`src/verilog/cda_pkg.sv`:
```
// Package for the complement / decimal adjust ALU slice.
// Assumes an 8-bit core with byte-wide data memory and working register.
package cda_pkg;
	localparam int DATA_W = 8;
	localparam int ADDR_W = 8;
	localparam logic [7:0] WORK_RESET = 8'h00;
	localparam logic [3:0] NIBBLE_MAX = 4'h9;
	localparam logic [7:0] CORR_NONE = 8'h00;
	localparam logic [7:0] CORR_LOW = 8'h06;
	localparam logic [7:0] CORR_HIGH = 8'h60;
	localparam logic [7:0] CORR_BOTH = 8'h66;
	// Operation select codes
	typedef enum logic [1:0] {
		CDA_OP_NONE = 2'h0,
		CDA_OP_INV_MEM = 2'h1,
		CDA_OP_INV_REG = 2'h2,
		CDA_OP_DEC_ADJ = 2'h3
	} cda_op_t;
	// Sequencer states, Gray along idle-read-exec
	typedef enum logic [1:0] {
		CDA_ST_IDLE = 2'h0,
		CDA_ST_READ = 2'h1,
		CDA_ST_EXEC = 2'h3
	} cda_state_t;
endpackage : cda_pkg

```
`src/verilog/cda_calc_if.sv`:
```
// Interface between the ALU sequencer and its arithmetic core.
// Assumes both ends run on the core clock.
`timescale 1ns/1ps
`default_nettype none
interface cda_calc_if;
	logic [7:0] operand;
	logic [7:0] work;
	logic aux_carry_in;
	logic carry_in;
	logic [7:0] inverted;
	logic [7:0] adjusted;
	logic carry_out;
	modport seq (output operand, output work, output aux_carry_in,
		output carry_in, input inverted, input adjusted, input carry_out);
	modport calc (input operand, input work, input aux_carry_in,
		input carry_in, output inverted, output adjusted, output carry_out);
endinterface : cda_calc_if
`default_nettype wire

```
`src/verilog/cda_calc.sv`:
```
// Combinational complement and decimal adjust arithmetic.
// Assumes inputs are stable registered values from the sequencer.
`timescale 1ns/1ps
`default_nettype none
module cda_calc (
	cda_calc_if.calc c
);
	logic low_fix;
	logic high_fix;
	logic [7:0] corr;
	logic [8:0] sum;
	always_comb begin
		low_fix = (c.work[3:0] > cda_pkg::NIBBLE_MAX) || c.aux_carry_in; // RULE4
		high_fix = (c.work[7:4] > cda_pkg::NIBBLE_MAX) || c.carry_in; // RULE5
		case ({high_fix, low_fix})
			2'h0: corr = cda_pkg::CORR_NONE;
			2'h1: corr = cda_pkg::CORR_LOW;
			2'h2: corr = cda_pkg::CORR_HIGH;
			default: corr = cda_pkg::CORR_BOTH;
		endcase
		sum = {1'b0, c.work} + {1'b0, corr}; // RULE6
	end
	assign c.inverted = ~c.operand;
	assign c.adjusted = sum[7:0];
	// Carry stays set on entry so chained decimal adds keep it
	assign c.carry_out = sum[8] | c.carry_in; // RULE7
endmodule : cda_calc
`default_nettype wire

```
`src/verilog/cda_alu.sv`:
```
// Function
// RULE1 - Memory invert writes the complemented byte back and sets zero.
// RULE2 - Register invert loads the complemented byte and sets zero.
// RULE3 - Register invert never writes data memory.
// RULE4 - Low nibble gets six when above nine or aux carry is set.
// RULE5 - High nibble gets six when above nine or carry is set.
// RULE6 - Adjust result is work plus 00, 06, 60 or 66 hex into memory.
// RULE7 - Adjust changes only carry, set when the decimal sum passes 100.
// RULE8 - Adjust leaves the working register untouched.
// Top of the complement / decimal adjust ALU slice.
// Assumes the sequencer holds op and address valid while start is high and that
// data memory answers a read within the cycle that mem_rd stands.
`timescale 1ns/1ps
`default_nettype none
module cda_alu (
	// Clock and reset
	input wire logic clk,
	input wire logic resetn,
	input wire logic clk_en,
	// Sequencer
	input wire logic start,
	input wire logic [1:0] op,
	input wire logic [7:0] addr,
	input wire logic aux_carry_flag,
	input wire logic carry_in,
	output logic busy,
	output logic done,
	// Data memory
	output logic mem_rd,
	output logic mem_wr,
	output logic [7:0] mem_addr,
	output logic [7:0] mem_wdata,
	input wire logic [7:0] mem_rdata,
	// Working register and flags
	input wire logic [7:0] work_load,
	input wire logic work_load_en,
	output logic [7:0] work_register,
	output logic zero_flag,
	output logic carry_flag,
	output logic zero_wr,
	output logic carry_wr
);
	cda_calc_if cif ();
	cda_calc u_calc (.c(cif.calc));

	cda_pkg::cda_state_t state_reg, state_next;
	cda_pkg::cda_op_t op_reg, op_next;
	logic [7:0] addr_reg, addr_next;
	logic [7:0] opnd_reg, opnd_next;
	logic ac_reg, ac_next, cy_reg, cy_next;
	logic busy_next, done_next, rd_next, wr_next;
	logic [7:0] wdata_next, work_next;
	logic zero_next, carry_next, zwr_next, cwr_next;

	assign cif.operand = opnd_reg;
	assign cif.work = work_register;
	assign cif.aux_carry_in = ac_reg;
	assign cif.carry_in = cy_reg;

	// Zero test shared by both invert paths
	function automatic logic cda_is_zero(input logic [7:0] v);
		cda_is_zero = (v == 8'h00);
	endfunction : cda_is_zero

	always_comb begin
		state_next = state_reg;
		op_next = op_reg;
		addr_next = addr_reg;
		opnd_next = opnd_reg;
		ac_next = ac_reg;
		cy_next = cy_reg;
		busy_next = busy;
		done_next = 1'b0;
		rd_next = 1'b0;
		wr_next = 1'b0;
		wdata_next = mem_wdata;
		work_next = work_register;
		zero_next = zero_flag;
		carry_next = carry_flag;
		zwr_next = 1'b0;
		cwr_next = 1'b0;
		if (work_load_en && state_reg == cda_pkg::CDA_ST_IDLE) begin
			work_next = work_load;
		end
		case (state_reg)
			cda_pkg::CDA_ST_IDLE: begin
				if (start && op != 2'h0) begin
					op_next = cda_pkg::cda_op_t'(op);
					addr_next = addr;
					ac_next = aux_carry_flag;
					cy_next = carry_in;
					busy_next = 1'b1;
					if (op == 2'h3) begin
						state_next = cda_pkg::CDA_ST_EXEC;
					end else begin
						rd_next = 1'b1;
						state_next = cda_pkg::CDA_ST_READ;
					end
				end
			end
			cda_pkg::CDA_ST_READ: begin
				opnd_next = mem_rdata;
				state_next = cda_pkg::CDA_ST_EXEC;
			end
			cda_pkg::CDA_ST_EXEC: begin
				state_next = cda_pkg::CDA_ST_IDLE;
				busy_next = 1'b0;
				done_next = 1'b1;
				case (op_reg)
					cda_pkg::CDA_OP_INV_MEM: begin
						wr_next = 1'b1; // RULE1
						wdata_next = cif.inverted; // RULE1
						zero_next = cda_is_zero(cif.inverted); // RULE1
						zwr_next = 1'b1;
					end
					cda_pkg::CDA_OP_INV_REG: begin
						// No memory write on this path
						work_next = cif.inverted; // RULE2 RULE3
						zero_next = cda_is_zero(cif.inverted); // RULE2
						zwr_next = 1'b1;
					end
					default: begin
						// Work register held; only carry is touched
						wr_next = 1'b1; // RULE6 RULE8
						wdata_next = cif.adjusted; // RULE6
						carry_next = cif.carry_out; // RULE7
						cwr_next = 1'b1; // RULE7
					end
				endcase
			end
			default: begin
				state_next = cda_pkg::CDA_ST_IDLE;
				busy_next = 1'b0;
			end
		endcase
	end

	always_ff @(posedge clk or negedge resetn) begin
		if (!resetn) begin
			state_reg <= cda_pkg::CDA_ST_IDLE;
			op_reg <= cda_pkg::CDA_OP_NONE;
			addr_reg <= 8'h00;
			opnd_reg <= 8'h00;
			ac_reg <= 1'b0;
			cy_reg <= 1'b0;
			busy <= 1'b0;
			done <= 1'b0;
			mem_rd <= 1'b0;
			mem_wr <= 1'b0;
			mem_wdata <= 8'h00;
			work_register <= cda_pkg::WORK_RESET;
			zero_flag <= 1'b0;
			carry_flag <= 1'b0;
			zero_wr <= 1'b0;
			carry_wr <= 1'b0;
		end else if (clk_en) begin
			state_reg <= state_next;
			op_reg <= op_next;
			addr_reg <= addr_next;
			opnd_reg <= opnd_next;
			ac_reg <= ac_next;
			cy_reg <= cy_next;
			busy <= busy_next;
			done <= done_next;
			mem_rd <= rd_next;
			mem_wr <= wr_next;
			mem_wdata <= wdata_next;
			work_register <= work_next;
			zero_flag <= zero_next;
			carry_flag <= carry_next;
			zero_wr <= zwr_next;
			carry_wr <= cwr_next;
		end
	end

	// Address register doubles as the memory address output
	assign mem_addr = addr_reg;

	chk_inv_mem_zero: assert property (@(posedge clk) // RULE1
		disable iff (!resetn)
		(mem_wr && op_reg == cda_pkg::CDA_OP_INV_MEM && zero_wr) |->
		(zero_flag == (mem_wdata == 8'h00) && mem_wdata == ~opnd_reg))
		else $error("memory invert result or zero wrong");
	chk_inv_reg_val: assert property (@(posedge clk) // RULE2
		disable iff (!resetn)
		(done && op_reg == cda_pkg::CDA_OP_INV_REG) |->
		(work_register == ~opnd_reg &&
		zero_flag == (work_register == 8'h00)))
		else $error("register invert result wrong");
	chk_inv_reg_nowr: assert property (@(posedge clk) // RULE3
		disable iff (!resetn)
		(op_reg == cda_pkg::CDA_OP_INV_REG && busy) |=> !mem_wr)
		else $error("register invert wrote memory");
	chk_adj_low: assert property (@(posedge clk) // RULE4
		disable iff (!resetn)
		(done && op_reg == cda_pkg::CDA_OP_DEC_ADJ &&
		work_register[3:0] <= cda_pkg::NIBBLE_MAX && !ac_reg &&
		!cy_reg && work_register[7:4] <= cda_pkg::NIBBLE_MAX) |->
		mem_wdata == work_register)
		else $error("needless low nibble fix");
	chk_adj_low_fix: assert property (@(posedge clk) // RULE4
		disable iff (!resetn)
		(done && op_reg == cda_pkg::CDA_OP_DEC_ADJ &&
		(work_register[3:0] > cda_pkg::NIBBLE_MAX || ac_reg)) |->
		(mem_wdata - work_register == 8'h06 ||
		mem_wdata - work_register == 8'h66))
		else $error("low nibble fix missing");
	chk_adj_high: assert property (@(posedge clk) // RULE5
		disable iff (!resetn)
		(done && op_reg == cda_pkg::CDA_OP_DEC_ADJ &&
		(work_register[7:4] > cda_pkg::NIBBLE_MAX || cy_reg)) |->
		(carry_flag && (mem_wdata - work_register == 8'h60 ||
		mem_wdata - work_register == 8'h66)))
		else $error("carry lost on high fix");
	chk_adj_value: assert property (@(posedge clk) // RULE6
		disable iff (!resetn)
		(done && op_reg == cda_pkg::CDA_OP_DEC_ADJ) |->
		(mem_wr && (mem_wdata - work_register == 8'h00 ||
		mem_wdata - work_register == 8'h06 ||
		mem_wdata - work_register == 8'h60 ||
		mem_wdata - work_register == 8'h66)))
		else $error("adjust correction not in set");
	chk_adj_flags: assert property (@(posedge clk) // RULE7
		disable iff (!resetn)
		(done && op_reg == cda_pkg::CDA_OP_DEC_ADJ) |->
		(!zero_wr && carry_wr && $stable(zero_flag)))
		else $error("adjust touched zero");
	chk_adj_work: assert property (@(posedge clk) // RULE8
		disable iff (!resetn)
		(busy && op_reg == cda_pkg::CDA_OP_DEC_ADJ) |=>
		$stable(work_register))
		else $error("adjust changed work register");
endmodule : cda_alu
`default_nettype wire

```
`config.mk`:
```
export PLATFORM = sky130hd
export DESIGN_NAME = cda_alu
export DESIGN_NICKNAME = d
export VERILOG_FILES = /design/src/verilog/cda_pkg.sv /design/src/verilog/cda_calc_if.sv /design/src/verilog/cda_calc.sv /design/src/verilog/cda_alu.sv
export SDC_FILE = /design/constraint.sdc
export NUM_CORES = 1
export LEC_CHECK = 0
export BUFFER_PORTS_ARGS = -buffer_cell sky130_fd_sc_hd__buf_2
export CAP_MARGIN = 20
export CORE_UTILIZATION = 40
export DETAILED_ROUTE_END_ITERATION = 10
export GPL_ROUTABILITY_DRIVEN = 0
export HOLD_SLACK_MARGIN = 0.15
export PLACE_DENSITY = 0.66
export SYNTH_ARGS = -nofsm -noshare
export SYNTH_HDL_FRONTEND = slang
export SYNTH_SLANG_ARGS = --single-unit
```
`constraint.sdc`:
```
create_clock -name clk -period 3.15 [get_ports clk]
set_input_delay 0.315 -clock clk [delete_from_list [all_inputs] [get_ports clk]]
set_output_delay 0.315 -clock clk [all_outputs]
set_load 0.02 [all_outputs]
```
### Word-level counts from Yosys, hierarchy flattened

Cells that the tools add are included.

| word-level totals | value |
|---|---|
| output and inout bits | 32 |
| input bits | 33 |
| logic and storage cells | 68 |
| bits in registers | 46 |

| operators by class | value |
|---|---|
| reduce and logical (&&, ||, !) cells | 16 |
| add/subtract/negate cells | 1 |
| magnitude comparators | 2 |
| equal/unequal tests | 8 |
| muxes and demuxes | 20 |
| bitwise operators | 5 |

Operator list:

| cell | number |
|---|---|
| $mux W8 | 3 |
| $pmux W7 S3 | 1 |
| $pmux W8 S2 | 1 |
| $reduce_and A3 Y1 | 5 |
| $mux W1 | 11 |
| $add A8 B7 Y9 | 1 |
| $eq A2 B2 Y1 const B | 4 |
| $gt A4 B4 Y1 const B | 2 |
| $logic_not A8 Y1 | 1 |
| $not A8 Y8 | 1 |
| $eq A2 B1 Y1 const B | 3 |
| $logic_not A2 Y1 | 2 |
| $mux W2 | 2 |
| $pmux W2 S2 | 1 |
| $reduce_and A2 Y1 | 2 |
| $not A1 Y1 | 3 |
| $logic_and A1 B1 Y1 | 2 |
| $logic_or A1 B1 Y1 | 2 |
| $ne A2 B1 Y1 const B | 1 |
| $pmux W1 S2 | 1 |
| $reduce_bool A2 Y1 | 1 |
| $reduce_or A2 Y1 | 1 |
| $or A1 B1 Y1 | 1 |

### Depth between registers and ports, before layout

Gate-level depths: netlist of run 1.

| logic depth | value |
|---|---|
| depth in word-level cells | 6 |
| depth in mapped cells | 10 |
| mapped depth without buffers | 9 |

### Cells and area by module

A second synthesis of run 1 with hierarchy kept.

| unflattened totals | value |
|---|---|
| cell total of the unflattened synthesis | 198 |
| area, all modules | 2287.2 um^2 |

By module, submodules not included:

| module | area each (um^2) | seq. area each (um^2) | times used | cells each |
|---|---|---|---|---|
| cda_alu | 2018.2 | 1151.1 | 1 | 160 |
| cda_calc | 269.0 | 0.0 | 1 | 38 |

### Worst setup path before layout of run 1

No wires, ideal clock.

| timing path | value |
|---|---|
| kind | register to register |
| start | register work_register[3] |
| end | register mem_wdata[7] |
| buffers on the path | 1 |
| arrival | 2.228 ns |
| required time | 3.024 ns |
| cell stages (with the launch flop) | 11 |
| clock period less this slack | 2.353 ns |
| slack | 0.797 ns |
| library setup time | 0.126 ns |
| cell sequence | dfrtp_1 clkbuf_1 o21ai_0 nand2b_1 ha_1 inv_1 fa_1 nand3b_1 o21ai_0 mux2i_1 a221o_1 |

| between the ends | value |
|---|---|
| cells in the longest elaborated chain, start to end | 6 |
| elaborated cells between the ends (all ways) | 8 |
| classes of those cells | add/sub (1); order compare (1); eq/ne (2); mux (2); reduce/logical (2) |

Ends and longest elaborated chain:

| what | RTL line | source |
|---|---|---|
| start, declared | cda_alu.sv:37 | `output logic [7:0] work_register,` |
| start signal, assigned | cda_alu.sv:151 | `work_register <= cda_pkg::WORK_RESET;` |
| start signal, assigned | cda_alu.sv:168 | `work_register <= work_next;` |
| $gt A4 B4 Y1 | cda_calc.sv:13 | `low_fix = (c.work[3:0] > cda_pkg::NIBBLE_MAX) \|\| c.aux_carry_in;` |
| $logic_or A1 B1 Y1 | cda_calc.sv:13 |  |
| $eq A2 B2 Y1 (tied with other cells) | cda_calc.sv:15 | `case ({high_fix, low_fix})` |
| $pmux W7 S3 | cda_calc.sv:15 |  |
| $add A8 B7 Y9 (*) | cda_calc.sv:21 | `sum = {1'b0, c.work} + {1'b0, corr};` |
| $pmux W8 S2 (*) | cda_alu.sv:109 | `case (op_reg)` |
| end signal, assigned | cda_alu.sv:167 | `mem_wdata <= wdata_next;` |
| end, declared | cda_alu.sv:32 | `output logic [7:0] mem_wdata,` |

Every way passes the cells marked *; elsewhere a longest branch is shown, timed or not.
A chain may end at the register's enable or synchronous reset.

### Worst setup path after layout of run 1

Same ends and word-level chain as after synthesis.

==> results.cfg, run 1 <==
[power]
p_leak_uw = 0.00136
peakVddDrop_mv = 0.366
power.density_mw_per_mm2 = 1020
design_power_total_uw = 2800

[clock_network]
postCtsSetupBuffers = 0
ctsResizeCount = 0
cts_buffers = 5
clkLatencyLatePin_ns = 0.30
clkSinkCount = 46
clockRootBuffer = clkbuf_8
cts_tree = done
path_clk_slew_ns = 0.08
htree_levels = 2
cts_buffer_depth = 2

[logic_synthesis]
synth_seq_cells = 46
synth-edff-count = 0
yosysWarnings = 0
synthArstFlopShare_pct = 100
syn-cell-area_mm2 = 0.00226
avgSynthCellArea_um2 = 10.9
ys.flop_type = dfrtp_1
synth_cells = 207
yosysSeqAreaShare_pct = 51.0
ys_types = 38
synth_nets = 247

[grt]
gr-total-overflow = 0
antenna_found_initial = 0
grt_pass1_vias = 1648
grt_pass1_wl_um = 8220
grt_usage_pct = 18.0
grt_max_degree = 47

[timing]
hold_violations = 0
fin_skew_ns = 0.00317
setup_violations = 0
setup_tns_ns = 0
fin_crit_sh_pct = 73.0
drv_slew = 0
clock.fmax_mhz = 435
rsz0062_at_grt = false
worst-slew-pin-transition_ns = 0.695
period_minus_slack_ns = 2.30
slew_headroom_pct = 53.6

[route]
drt-wirelength-per-cell_um = 14.5
vias_per_cell = 5.16
vias = 1749
drt_iter0_drc = 110
drc_errors = 0
ant_nets = 0
drt_pass1_iterations = 4
wirelength_um = 4920

[floorplan]
num_io_pins = 65
die_h_um = 77.1
rows = 26
die-area_mm2 = 0.00594
die_w_um = 77.1
coreArea_mm2 = 0.00527
start_util_pct = 42.8

[job]
maxCapViolations = 0

[finish]
diodes = 0
fillCellCount = 520
drive_gt1_share_pct = 37.2
final_common_cell = buf_2
layout.nets = 308
syn2layout_area_growth_pct = 21.5
layout_common_cells = buf_2, dfrtp_1, o21ai_0

[critical_path]
worstReg2RegStart = work_register[3]
cp-end-kind = flop
startpoint = work_register[3]
start_kind = flop
cp_max_fo = 8
cp.required_ns = 3.33
worstPathArrival_ns = 2.48
path_class = reg2reg
rrSetupSlack_ns = 0.85

[hold_path]
hold_start = addr[3]
holdCritPathClass = in2reg

[place]
numPortBuffers = 64
dp_hpwl_um = 3540

[status]
outcome = finished, final reports clean
[per-stage QoR]
step                std cells  hold WS, ns  cell area [um^2]  worst slack, ns  utilization, %
floorplan                 207       0.0194              2260            0.797               -
global placement          329        0.447              2600            0.987            49.4
detailed placement        329        0.464              2600            0.894            49.4
CTS                       337        0.231              2710            0.834            51.4
global route              339        0.224              2740            0.721            52.0
finish                    339        0.238              2740            0.850            52.0
[cells by family (layout without fill, tap and decap cells)]
group	Yosys count	after routing	synth area share (%)
adders and majority gates	7	7	4.22
AOI/OAI and AO/OA	49	49	12.9
DFF	46	46	51.0
muxes	26	26	14.3
and+or+nand+nor	50	50	11.3
buffers and inverters	26	88	5.05
xor gates and xnor gates	3	3	1.16
[critical path: stages (launching register included)]
cell and delay (ns):
dfrtp_1 0.46, o21ai_0 0.15, nand2b_1 0.14, ha_1 0.18
inv_1 0.05, fa_1 0.38, nand3b_1 0.22, o21ai_0 0.23
mux2i_1 0.10, a221o_1 0.27
[synthesized netlist by cell type, types with 2 or more instances]
library cell / number / area, um^2
dfrtp_1: 46 / 1150
o21ai_0: 22 / 110
nand2_1: 19 / 71.3
a21oi_1: 14 / 70.1
inv_1: 14 / 52.6
mux2_2: 14 / 158
nor2_1: 10 / 37.5
mux2_4: 9 / 135
clkbuf_1: 6 / 22.5
ha_1: 6 / 75.1
buf_2: 4 / 20.0
nand3_1: 4 / 20.0
nand4_1: 4 / 25.0
and3_1: 3 / 18.8
mux2i_1: 3 / 30.0
a21o_1: 2 / 15.0
nand3b_1: 2 / 15.0
nor3b_1: 2 / 15.0
o22ai_1: 2 / 12.5
or3_1: 2 / 12.5
xor2_1: 2 / 17.5
[area by class of cell]
type                    count  area [um^2]  area share [%]
flip-flops and latches     46         1150            42.0
repair buffers             66          350            12.8
multi-input cells         135          991            36.1
inverters                  14         52.6            1.92
clock inverters             3         40.0            1.46
clock buffers               5         68.8            2.51
well taps                  70         87.6            3.19
[path summary, 6_finish.rpt]
kind                           endpoint  cells after the start
max                        mem_wdata[7]                      9
min                         mem_addr[3]                      2
max reg2reg                mem_wdata[7]                      9
min reg2reg                mem_wdata[5]                      2
max in group asynchronous     op_reg[1]                      3
min in group asynchronous  mem_wdata[5]                      2
[layer usage]
layer / GRT usage, % / wire, um / vias up
met3: 5.12 / 318 / 6
met4: 5.66 / 54 / 0
li1: - / - / 842
met2: 28.2 / 2340 / 59
met1: 23.9 / 2200 / 842
met5: 0 / 0 / -
[where the power goes]
group | internal, uW | switching, uW | leakage, uW
combinational | 578 | 708 | 0.000749
clock | 234 | 198 | 0.0000579
sequential | 851 | 234 | 0.000556
total | 1660 | 1140 | 0.00136
[timing repair]
| item | in CTS | in global routing |
|---|---|---|
| endpoints found under the setup margin | 0 | 0 |
| hold buffers | 0 | 1 |
| hold endpoints to repair | 0 | 11 |
(Power assumes the default switching activity.)
==> inputs of run 2 (changes only) <==
==> constraint.sdc (replaced) <==
create_clock -name clk -period 2.19 [get_ports clk]
set_input_delay 0.219 -clock clk [delete_from_list [all_inputs] [get_ports clk]]
set_output_delay 0.219 -clock clk [all_outputs]
set_load 0.02 [all_outputs]
==> results.cfg, run 2 (synthesis gave the netlist of run 1 again) <==
[status]
outcome = finished, final reports clean

[clock_network]
clkSinkCount = 46
cts_buffer_depth = 2
cts_tree = done
htree_levels = 2
path_clk_slew_ns = 0.09
cts_buffers = 5
clkLatencyLatePin_ns = 0.30
clockRootBuffer = clkbuf_8

[floorplan]
num_io_pins = 65
start_util_pct = 42.8
die-area_mm2 = 0.00594
die_h_um = 77.1
coreArea_mm2 = 0.00527
die_w_um = 77.1
rows = 26

[route]
wirelength_um = 5210
drt_iter0_drc = 100
drt_pass1_iterations = 4
ant_nets = 0
drc_errors = 0
vias_per_cell = 5.00
drt-wirelength-per-cell_um = 14.3
vias = 1825

[grt]
antenna_found_initial = 0
grt_usage_pct = 18.2
grt_max_degree = 32
use_met2_pct = 30.1
gr-total-overflow = 0
met1_usage_pct = 23.4
use_met3_pct = 4.17
grt_pass1_wl_um = 8390
busiest_layer = met2
grt_pass1_vias = 1723

[timing]
clock.fmax_mhz = 481
fin_skew_ns = 0.00693
fin_crit_sh_pct = 94.9
setup_violations = 0
slew_headroom_pct = 53.0
hold_violations = 0
setup_tns_ns = 0
worst-slew-pin-transition_ns = 0.705
period_minus_slack_ns = 2.08
drv_slew = 0

[power]
peakVddDrop_mv = 0.461
power.density_mw_per_mm2 = 1440
p_leak_uw = 0.00148

[finish]
final_common_cell = buf_2
utilization_pct = 57.0
diodes = 0
drive_gt1_share_pct = 37.6
layout.nets = 334
layout_common_cells = buf_2, dfrtp_1, o21ai_0
stdcell_count = 365
syn2layout_area_growth_pct = 33.2

[place]
dpl.cell_count = 338
dp_hpwl_um = 3710
numPortBuffers = 64

[critical_path]
start_kind = flop
cp_max_fo = 3
path_class = reg2reg
rrSetupSlack_ns = 0.11
worstPathArrival_ns = 2.28
cp.required_ns = 2.39
timing.rr.end = mem_wdata[7]
reg2regPathDepth = 9
startpoint = work_register[1]
worstReg2RegStart = work_register[1]
cp-end-kind = flop

[hold_path]
holdCritPathClass = in2reg
hold_path_depth = 2
min_delay_worst_endpoint = cif.operand[6]
hold_start = mem_rdata[6]

[job]
maxCapViolations = 0
-- run 2: cell types whose count changed in the layout (fill, tap and decap cells not counted) --
cell           delta
dfrtp_1           -1
o21ai_0           -1
o21ai_2           +1
buf_12            -1
dfrtp_2           +1
clkinv_2          -2
clkbuf_8          +1
dlygate4sd3_1    +17
buf_4            +10
bufinv_16         +1
-- run 2: final cells by class --
type / instances / area, um^2
clock buffer: 6 / 82.6
fill: 477 / 2260
multi-input combinational: 135 / 995
timing repair buffer: 92 / 576
tap: 70 / 87.6
clock inverter: 2 / 60.1
sequential: 46 / 1150
inverter: 14 / 52.6
-- run 2: where the power goes --
part / total (uW) / switching, uW / internal [uW]
Sequential: 1510 / 287 / 1230
Combinational: 2030 / 1110 / 921
Clock: 780 / 294 / 487
-- run 2: how the worst max path moves through the flow --
stage / end / slack (ns) / depth (start not counted)
finish: mem_wdata[7] / 0.11 / 9
global route: mem_wdata[7] / -0.002 / 9
CTS: mem_wdata[7] / 0.06 / 9
detailed placement: mem_wdata[7] / 0.10 / 9
global placement: mem_wdata[7] / 0.19 / 9
floorplan: mem_wdata[7] / 0.006 / 10
-- run 2: what timing repair did --
action	in CTS	in global routing
resized for setup	0	1
setup endpoints to repair	0	1
setup buffers	0	1
hold buffers	18	0
endpoints found under the hold margin	47	0
-- run 2: per-layer routing --
| metal | wire, um | part of all wire, % |
|---|---|---|
| met1 | 2350 | 45 |
| met2 | 2530 | 49 |
| met3 | 265 | 5.1 |
| met4 | 66 | 1.3 |
| met5 | 0 | 0 |
-- run 2: metrics by stage --
stage / worst slack [ns] / area, um^2 / total power (uW) / hold WS [ns]
after floorplan: 0.00596 / 2260 / 2870 / -0.0766
after global placement: 0.194 / 2670 / 3440 / 0.315
after detailed placement: 0.101 / 2670 / 3500 / 0.314
after CTS: 0.0576 / 2990 / 4320 / 0.150
after global routing: -0.00212 / 3010 / 4620 / 0.163
final: 0.111 / 3010 / 4320 / 0.165
-- run 2: worst max-delay path, cell delays in order (launching register included) --
cell,delay (ns)
dfrtp_1,0.39
o21ai_0,0.10
nand2b_1,0.13
ha_1,0.18
inv_1,0.06
fa_1,0.39
nand3b_1,0.23
o21ai_2,0.15
mux2i_1,0.08
a221o_1,0.25
==> inputs of run 3 (changes only) <==
--- a/config.mk
+++ b/config.mk
@@ -11,7 +11,7 @@
 export DETAILED_ROUTE_END_ITERATION = 10
 export GPL_ROUTABILITY_DRIVEN = 0
 export HOLD_SLACK_MARGIN = 0.15
-export PLACE_DENSITY = 0.66
+export PLACE_DENSITY = 0.69
 export SYNTH_ARGS = -nofsm -noshare
 export SYNTH_HDL_FRONTEND = slang
 export SYNTH_SLANG_ARGS = --single-unit
==> constraint.sdc (replaced) <==
create_clock -name clk -period 1.7 [get_ports clk]
set_input_delay 0.17 -clock clk [delete_from_list [all_inputs] [get_ports clk]]
set_output_delay 0.17 -clock clk [all_outputs]
set_load 0.02 [all_outputs]
==> results.cfg, run 3 (synthesis gave the netlist of run 1 again) <==
[critical_path]
cp.required_ns = 1.89
timing.rr.end = mem_wdata[7]
crit_slowest_cell = dfrtp_1
path_class = reg2reg
start_kind = flop
cpLargestDelayFamily = adder cells
cp_num_cells = 9
worstPathCellList = o21ai_1 > nand2b_1 > ha_2 > inv_2 > fa_2 > nand3b_1 > o21ai_2 > mux2i_1 > a221o_1
cpPeakStageDelay_ns = 0.37
cp_max_fo = 3
rrSetupSlack_ns = -0.27
worstReg2RegStart = work_register[1]
cp-end-kind = flop
crit_end = mem_wdata[7]
startpoint = work_register[1]
worst-path-buf-inv = 1
worstPathArrival_ns = 2.16
reg2regPathDepth = 9

[grt]
gr-total-overflow = 0
grt_usage_pct = 19.9
antenna_found_initial = 0
use_met3_pct = 3.93
grt_max_degree = 47
use_met2_pct = 33.8
grt_pass1_vias = 1928
busiest_layer = met2
grt_pass1_wl_um = 9090
met1_usage_pct = 24.4

[finish]
diodes = 0
syn2layout_area_growth_pct = 40.4
utilization_pct = 60.1
layout.nets = 354
final_common_cell = buf_2
layout_common_cells = buf_2, dfrtp_1, buf_4
drive_gt1_share_pct = 42.7
fin_area_mm2 = 0.00317

[timing]
slew_headroom_pct = 73.7
setup_tns_ns = -1.28
setup_violations = 7
fin_crit_sh_pct = 116
fin_ws_ns = -0.273
clock.fmax_mhz = 507
fin_skew_ns = 0.0102
period_minus_slack_ns = 1.97
drv_slew = 0
rsz0062_at_grt = true
hold_violations = 0
whs_ns = 0.165
worst-slew-pin-transition_ns = 0.393

[power]
design_power_total_uw = 5850
peakVddDrop_mv = 0.990
p_leak_uw = 0.00156
power_frac_seq_pct = 33.3
p_switching_uw = 2360
p_comb_share_pct = 55.1
power.density_mw_per_mm2 = 1850
intPower_uw = 3500
p_clk_share_pct = 11.6
power_switching_share_pct = 40.2

[job]
maxCapViolations = 0

[route]
drt_iter0_drc = 133
vias = 1925
drt_pass1_iterations = 4
drt-wirelength-per-cell_um = 14.3
ant_nets = 0
vias_per_cell = 5.01
drc_errors = 0
wirelength_um = 5490

[floorplan]
start_util_pct = 42.8
die_w_um = 77.1
rows = 26
coreArea_mm2 = 0.00527
die-area_mm2 = 0.00594
die_h_um = 77.1
num_io_pins = 65

[clock_network]
clockRootBuffer = clkbuf_8
htree_levels = 2
cts_buffers = 5
path_clk_slew_ns = 0.09
cts_tree = done
clkSinkCount = 46
clkLatencyLatePin_ns = 0.30
cts_buffer_depth = 2

[hold_path]
holdCritPathClass = in2reg

[status]
outcome = complete, but fails checks
violations = setup timing

[place]
placed_cell_area_mm2 = 0.00278
numPortBuffers = 64
dp_hpwl_um = 3820
[run 3: cell count changes in the layout (fill, tap and decap cells not counted), moves of 2 or more]
cell and delta:
bufinv_16 -2, o21ai_1 +3, o21ai_0 -4, mux2_2 -2
dlygate4sd3_1 +3, ha_1 -2, mux2_4 +2, buf_4 +16
[run 3: power groups by stage]
stage	Combinational (uW)	Sequential [uW]	Clock, uW
floorplan	1440	2310	0
global placement	2770	1930	0
detailed placement	2830	1950	0
CTS	3130	1940	697
global route	3490	2020	746
finish	3230	1950	680
[run 3: worst min-delay path by stage]
stage / from / to / slack, ns / depth (start not counted)
finish: op[1] / op_reg[1] / 0.16 / 2
floorplan: resetn / ac_reg / -0.13 / 0
detailed placement: resetn / carry_wr / 0.17 / 2
CTS: op[1] / op_reg[1] / 0.16 / 2
global placement: resetn / carry_wr / 0.17 / 2
global route: op[1] / op_reg[1] / 0.17 / 2
[run 3: through the flow]
stage / instances / worst slack, ns
final: 384 / -0.273
after detailed placement: 350 / -0.252
after global routing: 384 / -0.379
after global placement: 350 / -0.145
after floorplan: 207 / -0.384
after CTS: 383 / -0.226
[run 3: layout make-up]
type,instances,area (um^2)
fill,466,2100
sequential,46,1150
multi-input combinational,135,1040
timing repair buffer,112,746
tap,70,87.6
clock buffer,7,86.3
inverter,14,52.6
[run 3: what timing repair did]
item / in CTS / in global routing
resized for setup: 6 / 2
setup buffers: 5 / 1
pin swaps: 7 / 3
endpoints found under the hold margin: 66 / 0
cloned: 0 / 0
hold buffers: 21 / 0
endpoints found under the setup margin: 6 / 7
[run 3: metal layers]
| layer | wire length, um | up-vias |
|---|---|---|
| li1 | - | 935 |
| met2 | 2640 | 78 |
| met4 | 154 | 0 |
| met5 | 0 | - |
| met3 | 364 | 16 |
| met1 | 2340 | 896 |
